===== config.mk =====
export PLATFORM = sky130hd
export DESIGN_NAME = uct_usart_tx
export DESIGN_NICKNAME = d
export VERILOG_FILES = /design/src/uct_pkg.sv /design/src/uct_baud_gen.sv /design/src/uct_usart_tx.sv
export VERILOG_INCLUDE_DIRS = /design/src
export SDC_FILE = /design/constraint.sdc
export NUM_CORES = 1
export LEC_CHECK = 0
export BUFFER_PORTS_ARGS = -buffer_cell sky130_fd_sc_hd__buf_2
export CAP_MARGIN = 20
export CORE_MARGIN = 8
export CORE_UTILIZATION = 54
export DETAILED_ROUTE_END_ITERATION = 10
export GPL_TIMING_DRIVEN = 1
export PLACE_DENSITY = 0.76
export REMOVE_ABC_BUFFERS = 1
export SYNTH_ARGS = -nofsm -noshare
export SYNTH_HDL_FRONTEND = slang
export SYNTH_HIERARCHICAL = 1
export SYNTH_SLANG_ARGS = --single-unit

===== constraint.sdc =====
create_clock -name REF_CLK -period 2.95 [get_ports REF_CLK]
set_clock_uncertainty 0.1 [all_clocks]
set_input_delay 0.1475 -clock REF_CLK [delete_from_list [all_inputs] [get_ports REF_CLK]]
set_output_delay 0.1475 -clock REF_CLK [all_outputs]
set_load 0.05 [all_outputs]

===== src/uct_params.svh =====
`ifndef UCT_PARAMS_SVH
`define UCT_PARAMS_SVH
// *****************************************
// timing and framing constants
// *****************************************
`define UCT_FRAC_STEP 17'h0_0040
`define UCT_MIN_DIVISOR 16'h0040
`define UCT_LAST_SAMPLE_NORMAL 4'hF
`define UCT_LAST_SAMPLE_DOUBLE 4'h7
`define UCT_SPI_LAST_BIT 4'h7
`define UCT_CHAR_BASE 4'h5
`define UCT_CHAR_MAX_CODE 3'h4
`define UCT_START_LEVEL 1'b0
`define UCT_STOP_LEVEL 1'b1
`define UCT_IDLE_LEVEL 1'b1
// *****************************************
// reset values
// *****************************************
`define UCT_RST_BUFFER_EMPTY 1'b1
`define UCT_RST_TX_COMPLETE 1'b0
`define UCT_RST_CLOCK_LEVEL 1'b0
`endif


===== src/uct_pkg.sv =====
package uct_pkg;
    typedef enum logic {
        UCT_IDLE = 1'b0,
        UCT_ACTIVE = 1'b1
    } uct_state_t;
    typedef enum logic [1:0] {
        UCT_COMM_ASYNC = 2'b00,
        UCT_COMM_SYNC = 2'b01,
        UCT_COMM_SPI = 2'b11
    } uct_comm_t;
    typedef enum logic [1:0] {
        UCT_PAR_NONE = 2'b00,
        UCT_PAR_EVEN = 2'b10,
        UCT_PAR_ODD = 2'b11
    } uct_parity_t;
endpackage


===== src/uct_baud_gen.sv =====
`timescale 1ns/1ns
`default_nettype none
`include "uct_params.svh"
module uct_baud_gen (
    input wire logic clk,
    input wire logic rst_b,
    input wire logic run,
    input wire logic [15:0] divisor,
    output logic tick
);
    logic [16:0] acc;
    logic [16:0] next_acc;
    logic next_tick;
    logic [16:0] sum;
    logic [16:0] lim;

    // fractional accumulator: one tick per divisor/64 clocks
    always_comb begin
        sum = acc + `UCT_FRAC_STEP;
        // divisors below one whole clock would overrun, so clamp
        lim = {1'b0, (divisor < `UCT_MIN_DIVISOR) ? `UCT_MIN_DIVISOR : divisor};
        next_acc = 17'h0_0000;
        next_tick = 1'b0;
        if (run) begin
            if (sum >= lim) begin
                next_acc = sum - lim;
                next_tick = 1'b1;
            end else begin
                next_acc = sum;
            end
        end
    end

    always_ff @(posedge clk or negedge rst_b) begin
        if (!rst_b) begin
            acc <= 17'h0_0000;
            tick <= 1'b0;
        end else begin
            acc <= next_acc;
            tick <= next_tick;
        end
    end

    // integer-only divisor of at least two clocks never ticks twice in a row
    tick_spacing_a: assert property (@(posedge clk) disable iff (!rst_b)
        (run && divisor[5:0] == 6'h00 && divisor[15:6] > 10'h001 && tick) |=> !tick)
        else $error("baud tick repeated too soon");
endmodule
`default_nettype wire


===== src/uct_usart_tx.sv =====
// Functional notes
// - double speed doubles baud rate using 8 samples per bit, not 16.
// - sync mode: clock pin drives in master, is input in slave.
// - sync sampling happens on the edge opposite the data change edge.
// - inversion off: change rising, sample falling; inversion on swaps them.
// - master SPI uses the internal baud generator like sync master.
// - SPI modes picked by inversion and phase; phase chooses leading sample or setup.
// - any frame of start, 5..9 data, optional parity, 1 or 2 stops.
// - start bit low, stop bits high, idle line high.
// - even parity bit is one for odd ones count; odd parity the reverse.
// - received data parity is checked and a mismatch raises an error flag.
// - SPI frames carry exactly eight bits, MSB or LSB first.
// - after a frame, next pending frame follows at once, else line idles high.
// - enabled transmitter owns data pin; one-wire also drives the shared pin.
// - buffer write starts sending; buffer loads shifter when idle or after last stop.
// - complete flag sets when shifter empties with nothing buffered.
// - async uses 16 or 8 samples per bit; sync uses 2.
// - divider is 10 integer and 6 fraction bits; sync uses integer only.
`timescale 1ns/1ns
`default_nettype none
`include "uct_params.svh"
module uct_usart_tx
    import uct_pkg::*;
(
    input wire logic REF_CLK,
    input wire logic RST_B,
    input wire logic [1:0] COMMUNICATION_SELECT,
    input wire logic SYNC_SLAVE_SELECT,
    input wire logic DOUBLE_SPEED_SETTING,
    input wire logic PIN_INVERSION_ENABLE,
    input wire logic SPI_CLOCK_PHASE,
    input wire logic SPI_BIT_ORDER,
    input wire logic [1:0] PARITY_SELECT,
    input wire logic [2:0] CHAR_SIZE_SELECT,
    input wire logic TWO_STOP_BITS,
    input wire logic [15:0] BAUD_SETTING,
    input wire logic TX_ENABLE,
    input wire logic ONE_WIRE_MODE,
    input wire logic [8:0] TRANSMIT_BUFFER,
    input wire logic TRANSMIT_BUFFER_WRITE,
    input wire logic TRANSMIT_COMPLETE_CLEAR,
    input wire logic TRANSFER_CLOCK_PIN_IN,
    input wire logic [8:0] RX_CHECK_DATA,
    input wire logic RX_CHECK_PARITY,
    input wire logic RX_CHECK_VALID,
    output logic TXD_OUT,
    output logic TXD_OE_B,
    output logic SHARED_DATA_OE_B,
    output logic TRANSFER_CLOCK_PIN_OUT,
    output logic TRANSFER_CLOCK_PIN_OE_B,
    output logic BUFFER_EMPTY_FLAG,
    output logic TRANSMIT_COMPLETE_FLAG,
    output logic RX_SAMPLE_STROBE,
    output logic PARITY_ERROR_FLAG
);
    // ****************************************
    // registered state
    // ****************************************
    uct_state_t state, next_state;
    logic [12:0] frame, next_frame;
    logic [3:0] idx, next_idx;
    logic [3:0] last, next_last;
    logic [3:0] smp, next_smp;
    logic primed, next_primed;
    logic level, next_level;
    logic clk_prev, next_clk_prev;
    logic [8:0] buf_data, next_buf_data;
    logic buf_full, next_buf_full;
    logic next_dre, next_txc, next_txd, next_xck, next_strobe, next_perr;

    logic tick, is_async, is_spi, is_slave, lead_setup, par_en, par_bit, load, finish;
    logic lead, trail, change, sample, bit_end, s_lvl, owned;
    logic [3:0] nbits_data, smp_last, pos;
    logic [12:0] built;
    logic [15:0] divisor;
    logic [8:0] rx_masked;

    // ****************************************
    // baud generation
    // ****************************************
    assign is_async = COMMUNICATION_SELECT == UCT_COMM_ASYNC;
    assign is_spi = COMMUNICATION_SELECT == UCT_COMM_SPI;
    assign is_slave = (COMMUNICATION_SELECT == UCT_COMM_SYNC) && SYNC_SLAVE_SELECT;
    // fraction dropped in sync modes; master SPI shares the sync master path
    assign divisor = is_async ? BAUD_SETTING : {BAUD_SETTING[15:6], 6'h00};
    assign smp_last = DOUBLE_SPEED_SETTING ? `UCT_LAST_SAMPLE_DOUBLE : `UCT_LAST_SAMPLE_NORMAL;

    uct_baud_gen u_baud (
        .clk(REF_CLK),
        .rst_b(RST_B),
        .run(state == UCT_ACTIVE && !is_slave),
        .divisor(divisor),
        .tick(tick)
    );

    // ****************************************
    // clock edges and pin ownership
    // ****************************************
    // sync and SPI-phase-1 change data on leading edge, SPI phase 0 on trailing
    assign lead_setup = !is_spi || SPI_CLOCK_PHASE;
    assign s_lvl = TRANSFER_CLOCK_PIN_IN ^ PIN_INVERSION_ENABLE;
    assign lead = state == UCT_ACTIVE && !is_async &&
        (is_slave ? (s_lvl && !clk_prev) : (tick && !level));
    assign trail = state == UCT_ACTIVE && !is_async &&
        (is_slave ? (!s_lvl && clk_prev) : (tick && level));
    assign change = lead_setup ? lead : trail;
    assign sample = lead_setup ? trail : lead;
    assign bit_end = state == UCT_ACTIVE && is_async && tick && smp == smp_last;
    assign finish = is_async ? (bit_end && idx == last) : (trail && primed && idx == last);
    assign load = buf_full && (state == UCT_IDLE || finish);

    // disabling waits for pending data to drain before releasing the pin
    assign owned = TX_ENABLE || state == UCT_ACTIVE || buf_full;
    assign TXD_OE_B = !owned;
    assign SHARED_DATA_OE_B = !(owned && ONE_WIRE_MODE);
    assign TRANSFER_CLOCK_PIN_OE_B = is_async || is_slave;

    // ****************************************
    // frame assembly and next state
    // ****************************************
    always_comb begin
        nbits_data = (CHAR_SIZE_SELECT > `UCT_CHAR_MAX_CODE) ? 4'h9 : ({1'b0, CHAR_SIZE_SELECT} + `UCT_CHAR_BASE);
        par_en = PARITY_SELECT[1];
        par_bit = PARITY_SELECT[0];
        rx_masked = 9'h000;
        built = {13{`UCT_STOP_LEVEL}};
        for (int i = 0; i < 9; i++) begin
            if (4'(i) < nbits_data) begin
                par_bit = par_bit ^ buf_data[i];
                rx_masked[i] = RX_CHECK_DATA[i];
            end
        end
        if (is_spi) begin
            for (int i = 0; i < 8; i++) begin
                built[i] = SPI_BIT_ORDER ? buf_data[i] : buf_data[7 - i];
            end
            pos = `UCT_SPI_LAST_BIT;
        end else begin
            built[0] = `UCT_START_LEVEL;
            for (int i = 0; i < 9; i++) begin
                if (4'(i) < nbits_data) begin
                    built[i + 1] = buf_data[i];
                end
            end
            pos = nbits_data + 4'h1;
            if (par_en) begin
                built[pos] = par_bit;
                pos = pos + 4'h1;
            end
            pos = pos + {3'h0, TWO_STOP_BITS};
        end

        next_state = state;
        next_frame = frame;
        next_idx = idx;
        next_last = last;
        next_smp = smp;
        next_primed = primed;
        next_level = level;
        next_clk_prev = s_lvl;
        next_buf_data = buf_data;
        next_buf_full = buf_full;
        next_dre = BUFFER_EMPTY_FLAG;
        next_txc = TRANSMIT_COMPLETE_FLAG;
        next_strobe = sample || (state == UCT_ACTIVE && is_async && tick && smp == (smp_last >> 1));
        next_perr = PARITY_ERROR_FLAG;

        if (state == UCT_ACTIVE && is_async && tick) begin
            next_smp = (smp == smp_last) ? 4'h0 : smp + 4'h1;
        end
        if (state == UCT_ACTIVE && !is_async && !is_slave && tick) begin
            next_level = !level;
        end
        if (bit_end && !finish) begin
            next_idx = idx + 4'h1;
        end
        if (change && !finish) begin
            if (!primed) begin
                next_primed = 1'b1;
            end else begin
                next_idx = idx + 4'h1;
            end
        end
        if (finish) begin
            next_state = UCT_IDLE;
            next_level = `UCT_RST_CLOCK_LEVEL;
            if (!buf_full) begin
                next_txc = 1'b1;
            end
        end
        if (load) begin
            next_state = UCT_ACTIVE;
            next_frame = built;
            next_last = pos;
            next_idx = 4'h0;
            next_smp = 4'h0;
            next_primed = is_async || !lead_setup;
            next_buf_full = 1'b0;
            next_dre = 1'b1;
        end
        if (TRANSMIT_COMPLETE_CLEAR && !(finish && !buf_full)) begin
            next_txc = 1'b0;
        end
        if (TRANSMIT_BUFFER_WRITE) begin
            next_buf_data = TRANSMIT_BUFFER;
            next_buf_full = 1'b1;
            next_dre = 1'b0;
        end
        if (RX_CHECK_VALID) begin
            next_perr = par_en && ((^rx_masked) ^ PARITY_SELECT[0] ^ RX_CHECK_PARITY);
        end
        next_txd = (next_state == UCT_ACTIVE && next_primed) ? next_frame[next_idx] : `UCT_IDLE_LEVEL;
        next_xck = next_level ^ PIN_INVERSION_ENABLE;
    end

    always_ff @(posedge REF_CLK or negedge RST_B) begin
        if (!RST_B) begin
            state <= UCT_IDLE;
            frame <= 13'h1FFF;
            idx <= 4'h0;
            last <= 4'h0;
            smp <= 4'h0;
            primed <= 1'b0;
            level <= `UCT_RST_CLOCK_LEVEL;
            clk_prev <= 1'b0;
            buf_data <= 9'h000;
            buf_full <= 1'b0;
            BUFFER_EMPTY_FLAG <= `UCT_RST_BUFFER_EMPTY;
            TRANSMIT_COMPLETE_FLAG <= `UCT_RST_TX_COMPLETE;
            TXD_OUT <= `UCT_IDLE_LEVEL;
            TRANSFER_CLOCK_PIN_OUT <= `UCT_RST_CLOCK_LEVEL;
            RX_SAMPLE_STROBE <= 1'b0;
            PARITY_ERROR_FLAG <= 1'b0;
        end else begin
            state <= next_state;
            frame <= next_frame;
            idx <= next_idx;
            last <= next_last;
            smp <= next_smp;
            primed <= next_primed;
            level <= next_level;
            clk_prev <= next_clk_prev;
            buf_data <= next_buf_data;
            buf_full <= next_buf_full;
            BUFFER_EMPTY_FLAG <= next_dre;
            TRANSMIT_COMPLETE_FLAG <= next_txc;
            TXD_OUT <= next_txd;
            TRANSFER_CLOCK_PIN_OUT <= next_xck;
            RX_SAMPLE_STROBE <= next_strobe;
            PARITY_ERROR_FLAG <= next_perr;
        end
    end

    // ****************************************
    // checks
    // ****************************************
    idle_line_high_a: assert property (@(posedge REF_CLK) disable iff (!RST_B)
        state == UCT_IDLE |-> TXD_OUT == 1'b1)
        else $error("line not high while idle");
    start_bit_low_a: assert property (@(posedge REF_CLK) disable iff (!RST_B)
        (state == UCT_ACTIVE && is_async && idx == 4'h0) |-> TXD_OUT == 1'b0)
        else $error("start bit not low");
    empty_clear_a: assert property (@(posedge REF_CLK) disable iff (!RST_B)
        TRANSMIT_BUFFER_WRITE |=> !BUFFER_EMPTY_FLAG)
        else $error("empty flag not cleared by write");
    empty_set_load_a: assert property (@(posedge REF_CLK) disable iff (!RST_B)
        (load && !TRANSMIT_BUFFER_WRITE) |=> BUFFER_EMPTY_FLAG && state == UCT_ACTIVE)
        else $error("load did not set empty flag");
    complete_set_a: assert property (@(posedge REF_CLK) disable iff (!RST_B)
        (finish && !buf_full) |=> TRANSMIT_COMPLETE_FLAG && state == UCT_IDLE)
        else $error("complete flag missed");
    back_to_back_a: assert property (@(posedge REF_CLK) disable iff (!RST_B)
        (finish && buf_full) |=> state == UCT_ACTIVE && idx == 4'h0 && !$rose(TRANSMIT_COMPLETE_FLAG))
        else $error("pending frame not started at once");
    spi_eight_bits_a: assert property (@(posedge REF_CLK) disable iff (!RST_B)
        (load && is_spi) |=> last == 4'h7)
        else $error("spi frame not eight bits");
    opposite_edges_a: assert property (@(posedge REF_CLK) disable iff (!RST_B)
        !(lead && trail))
        else $error("change and sample on one edge");
    async_sample_rate_a: assert property (@(posedge REF_CLK) disable iff (!RST_B)
        (state == UCT_ACTIVE && is_async) |-> smp <= (DOUBLE_SPEED_SETTING ? 4'h7 : 4'hF))
        else $error("sample count out of range");
    master_clock_dir_a: assert property (@(posedge REF_CLK) disable iff (!RST_B)
        (!is_async && !is_slave && $stable(PIN_INVERSION_ENABLE)) |->
        !TRANSFER_CLOCK_PIN_OE_B ##1 ($stable(TRANSFER_CLOCK_PIN_OUT) || $past(tick)))
        else $error("master clock pin not driven");
    parity_error_a: assert property (@(posedge REF_CLK) disable iff (!RST_B)
        (RX_CHECK_VALID && !par_en) |=> !PARITY_ERROR_FLAG)
        else $error("parity error without parity");
endmodule
`default_nettype wire

==> summary.md <==
| Metric | Value |
|---|---|
| Maximum clock rate | `319.2 MHz` |
| Number of slew-limit violations in the final report | `0` |
| Clock network latency to the later pin of the worst-skew pair | `between 300 and 400 ps` |
| Final-layout setup total negative slack | `-2483 ps` |
| Net switching power | `2942 uW` |
| Final cell count without fillers | `921` |
| Final hold violation count | `0` |
| Switching share of power | `44.30%` |
| Total number of vias | `5411` |
| Chip Width | `114.7 um` |
| Required @ worst endpoint | `3050 ps` |
| Capturing element type of the critical path | `flop` |
| Bufs and invs on worst path | `1` |
| Failing checks | `setup timing` |
| IO Port Bufs | `between 60 and 70` |
| Finish-stage setup viols | `17` |
| Worst Slack Setup Final | `-182.7 ps` |
| Class of the tightest hold or removal check | `in -> reg` |
| Total congestion overflow after global routing | `0` |
| Chain of cells forming the critical path | `ha_2 -> nand4_1 -> nor2_2 -> and3_4 -> xor2_4 -> ha_4 -> a21oi_2 -> nand2_1 -> o211a_1 -> or3_4 -> buf_8 -> nor3_2 -> a211oi_2` |
| Primary FF master, synth | `sky130_fd_sc_hd__dfrtp_1` |
| Total clock sinks | `63` |
| DRT iter0 DRCs | `between 400 and 500` |
| Yosys synthesis warning count | `6` |
| Via count of the first global-routing pass | `5250` |
| Fraction of registers with async set/reset | `100.0%` |
| Worst slack on hold paths | `57.98 ps` |
| Arrival time of the worst setup path | `3240 ps` |
| ANT nets after route | `0` |
| Register clock-pin slew on the reported worst setup and hold paths | `roughly 80 ps` |
| Global-route track usage on met3 | `3.624%` |
| Global routing met2 resource utilization | `38.34%` |
| GR met1 Demand/Resource | `29.81%` |
| Worst vdd ir | `489.7 uV` |
| Result of the run | `finished with violations` |
| Crit-path max cell delay | `about 440 ps` |
| Overall die area | `13170 sq um` |
| Global-route wire length before repair | `24820 um` |
| Sequential area share after synthesis | `30.30%` |
| Post-detailed-route DRC marker count | `0` |
| Startpoint types | `flop` |
| Post-layout nets | `868` |
| Fraction of final layout cells sized beyond drive strength 1 | `between 30% and 40%` |
| Per-cell via count in the routed design | `5.875` |
| Placed cells | `about 880` |
| Initial cell density of the core | `54.62%` |
| Antenna violations before repair | `0` |
| Y dimension of the die | `114.7 um` |
| Number of core rows | `36` |
| Unrepaired setup endpoints after global routing | `yes` |
| Total wire length after detailed routing | `15770 um` |
| Maximum number of pins on one net before global-route repair | `64` |
| Count of mapped cells out of synthesis | `623` |
| Area added between synthesis and finish | `34.03%` |
| Root buffer cell | `sky130_fd_sc_hd__clkbuf_8` |
| Critical Path Slowest Stage Cell | `sky130_fd_sc_hd__or3_4` |
| Synthesized area divided by synthesized cell count | `8.451 sq um` |
| Number of search-and-repair iterations in the first detailed-routing pass | `5` |
| Power density relative to cell area | `around 940 nW/um^2` |
| Count of unique library cells instantiated by Yosys | `80` |
| Combinational share of power | `66.3%` |
| Number of storage elements in the synthesis netlist | `63` |
| Worst setup path category | `reg -> reg` |
| Placer congestion estimate | `0.9078` |
| Cell internal pwr | `3698 uW` |
| # IOs | `65` |
| Total of max-cap violations | `0` |
| DP Wirelength | `11240 um` |
| Final clock period utilization by the worst path | `106.2%` |
| Most Crowded Layer GR | `met2` |
| Global-route total usage across every layer | `23.04%` |
| Diode count | `0` |
| Syn Std Cell Area | `5265 sq um` |
| Placeable core region | `9639 sq um` |
| Part of the power in the clock network | `9.9%` |
| Average routed wire per standard cell | `17.13 um` |
| Max Root-Sink Buffers | `2` |
| Highest net fanout along the worst path | `10` |
| H-tree levels | `3` |
| TritonCTS clock tree | `built` |
| Final design utilization | `73.21%` |
| Sequential fraction of design power | `about a quarter` |
| Number of enable flip-flop cells after synthesis | `0` |
| Leak Pwr | `0.003225 uW` |
| Post-layout min period | `approximately 3100 ps` |
| Cell type group with the largest total delay on the critical path | `simple AND/OR/NAND/NOR gates` |
| Slew @ Worst Pin | `between 700 and 800 ps` |
| Relative slew slack | `47.06%` |
| Cts bufs inserted | `9` |
## stage by stage
step / power (uW) / worst slack, ps / instance area [sq um]
after floorplan: 4050 / -510.2 / 5145
after global placement: 5161 / -464.0 / 6240
after detailed placement: 5287 / -585.4 / 6240
after CTS: 6145 / -93.04 / 6696
after global routing: 7099 / -255.7 / 7057
final: 6640 / -182.7 / 7057
## Yosys cell counts (all sizes together) (5+ instances only)
cell type	instances	area share [%]
o21a	7	1.0
a21oi	43	4.3
nand4	6	0.71
and2	13	1.5
ha	28	6.7
inv	32	2.3
or3	6	0.71
clkbuf	11	0.78
nand3	30	2.9
nand2	70	5.0
buf	13	1.5
o211ai	7	1.1
nor2b	6	0.71
dfrtp	48	23
xor2	20	3.3
mux2i	19	3.6
nor4	6	0.83
dfstp	15	7.5
a211oi	6	0.86
xnor2	23	4.0
o21ai	45	4.3
nor2	42	3.0
a21o	7	1.0
o31ai	10	1.5
nand2b	5	0.59
nor3	22	2.2
mux2	9	1.9
and3	6	0.71
nand3b	5	0.71
a31oi	6	0.71
## worst register-to-register path: stages (launching register included)
cell and delay (ps):
sky130_fd_sc_hd__dfrtp_1 370, sky130_fd_sc_hd__ha_2 190, sky130_fd_sc_hd__nand4_1 140, sky130_fd_sc_hd__nor2_2 180, sky130_fd_sc_hd__and3_4 240, sky130_fd_sc_hd__xor2_4 190, sky130_fd_sc_hd__ha_4 230, sky130_fd_sc_hd__a21oi_2 140
sky130_fd_sc_hd__nand2_1 90, sky130_fd_sc_hd__o211a_1 260, sky130_fd_sc_hd__or3_4 440, sky130_fd_sc_hd__buf_8 170, sky130_fd_sc_hd__nor3_2 180, sky130_fd_sc_hd__a211oi_2 70
## routing by layer
layer / wire length [um] / up-vias
met5: 0 / -
met4: 231 / 0
met3: 1021 / 28
met2: 7800 / 209
met1: 6721 / 2596
li1: - / 2578
## path summary, 6_finish.rpt
kind / start / endpoint / slack, ps / cells after the start
worst min-delay path: TRANSMIT_BUFFER_WRITE / BUFFER_EMPTY_FLAG / 60 / 2
worst max register to register: u_baud/acc[6] / u_baud/acc[7] / -180 / 13
min in group asynchronous: RST_B / u_baud/acc[3] / 400 / 3
worst min register to register: frame[10] / frame[10] / 360 / 2
max in group asynchronous: RST_B / u_baud/acc[9] / 1820 / 3
worst max-delay path: u_baud/acc[6] / u_baud/acc[7] / -180 / 13
## final cells by class
cell class / instances / area, sq um
Clock buffer: 11 / 131.4
Clock inverter: 5 / 35.03
Fill cell: 721 / 2582
Inverter: 34 / 132.6
Multi-Input combinational cell: 502 / 3772
Sequential cell: 63 / 1595
Tap cell: 133 / 166.4
Timing Repair Buffer: 173 / 1224
## power groups by stage
stage,clock (uW),combinational [uW],sequential [uW]
2_1_floorplan,0,2450,1600
3_3_place_gp,0,3620,1540
3_5_place_dp,0,3720,1560
4_1_cts,664,3920,1560
5_1_grt,706,4770,1620
6_report,655,4410,1580
## cells by family (layout without fill, tap and decap cells)
| logic type | count (synthesis) | in the layout | share of synthesized area [%] |
|---|---|---|---|
| multiplexers | 29 | 29 | 5.965 |
| AO/OA/AOI/OAI | 170 | 170 | 22.10 |
| AND/OR/NAND/NOR | 228 | 228 | 21.29 |
| buffers and inverters | 58 | 223 | 4.705 |
| adder cells (fa/ha/maj) | 29 | 29 | 7.034 |
| XOR/XNOR | 46 | 46 | 8.603 |
| flip-flops | 63 | 63 | 30.30 |
## sequential cells by signal (all words and copies together) (netlist names), 4 cells and up
name        flops
buf_data        9
frame          13
idx             4
last            4
smp             4
u_baud/acc     17
## what timing repair did
| item | 4_1_cts | 5_1_grt |
|---|---|---|
| resized for setup | 21 | 63 |
| setup endpoints to repair | 28 | 30 |
| hold endpoints to repair | 61 | 0 |
| hold buffers | 14 | 0 |
| buffers inserted | 6 | 8 |
| gates cloned | 1 | 0 |
| pin swaps | 20 | 20 |
## layout by cell type, fill, tap and decap left out, drive strengths merged, types with 7 or more instances in the layout
cell type | Yosys | final
buf | 13 | 159
nand2 | 70 | 70
nor3 | 22 | 22
dfstp | 15 | 15
o211ai | 7 | 7
dlygate4sd3 | 0 | 14
mux2i | 19 | 19
xnor2 | 23 | 23
o21ai | 45 | 45
and2 | 13 | 13
mux2 | 9 | 9
nor2 | 42 | 42
o21a | 7 | 7
a21o | 7 | 7
inv | 32 | 32
o31ai | 10 | 10
nand3 | 30 | 30
ha | 28 | 28
xor2 | 20 | 20
dfrtp | 48 | 48
a21oi | 43 | 43
clkbuf | 11 | 11
Power figures use the tool's default switching activity.
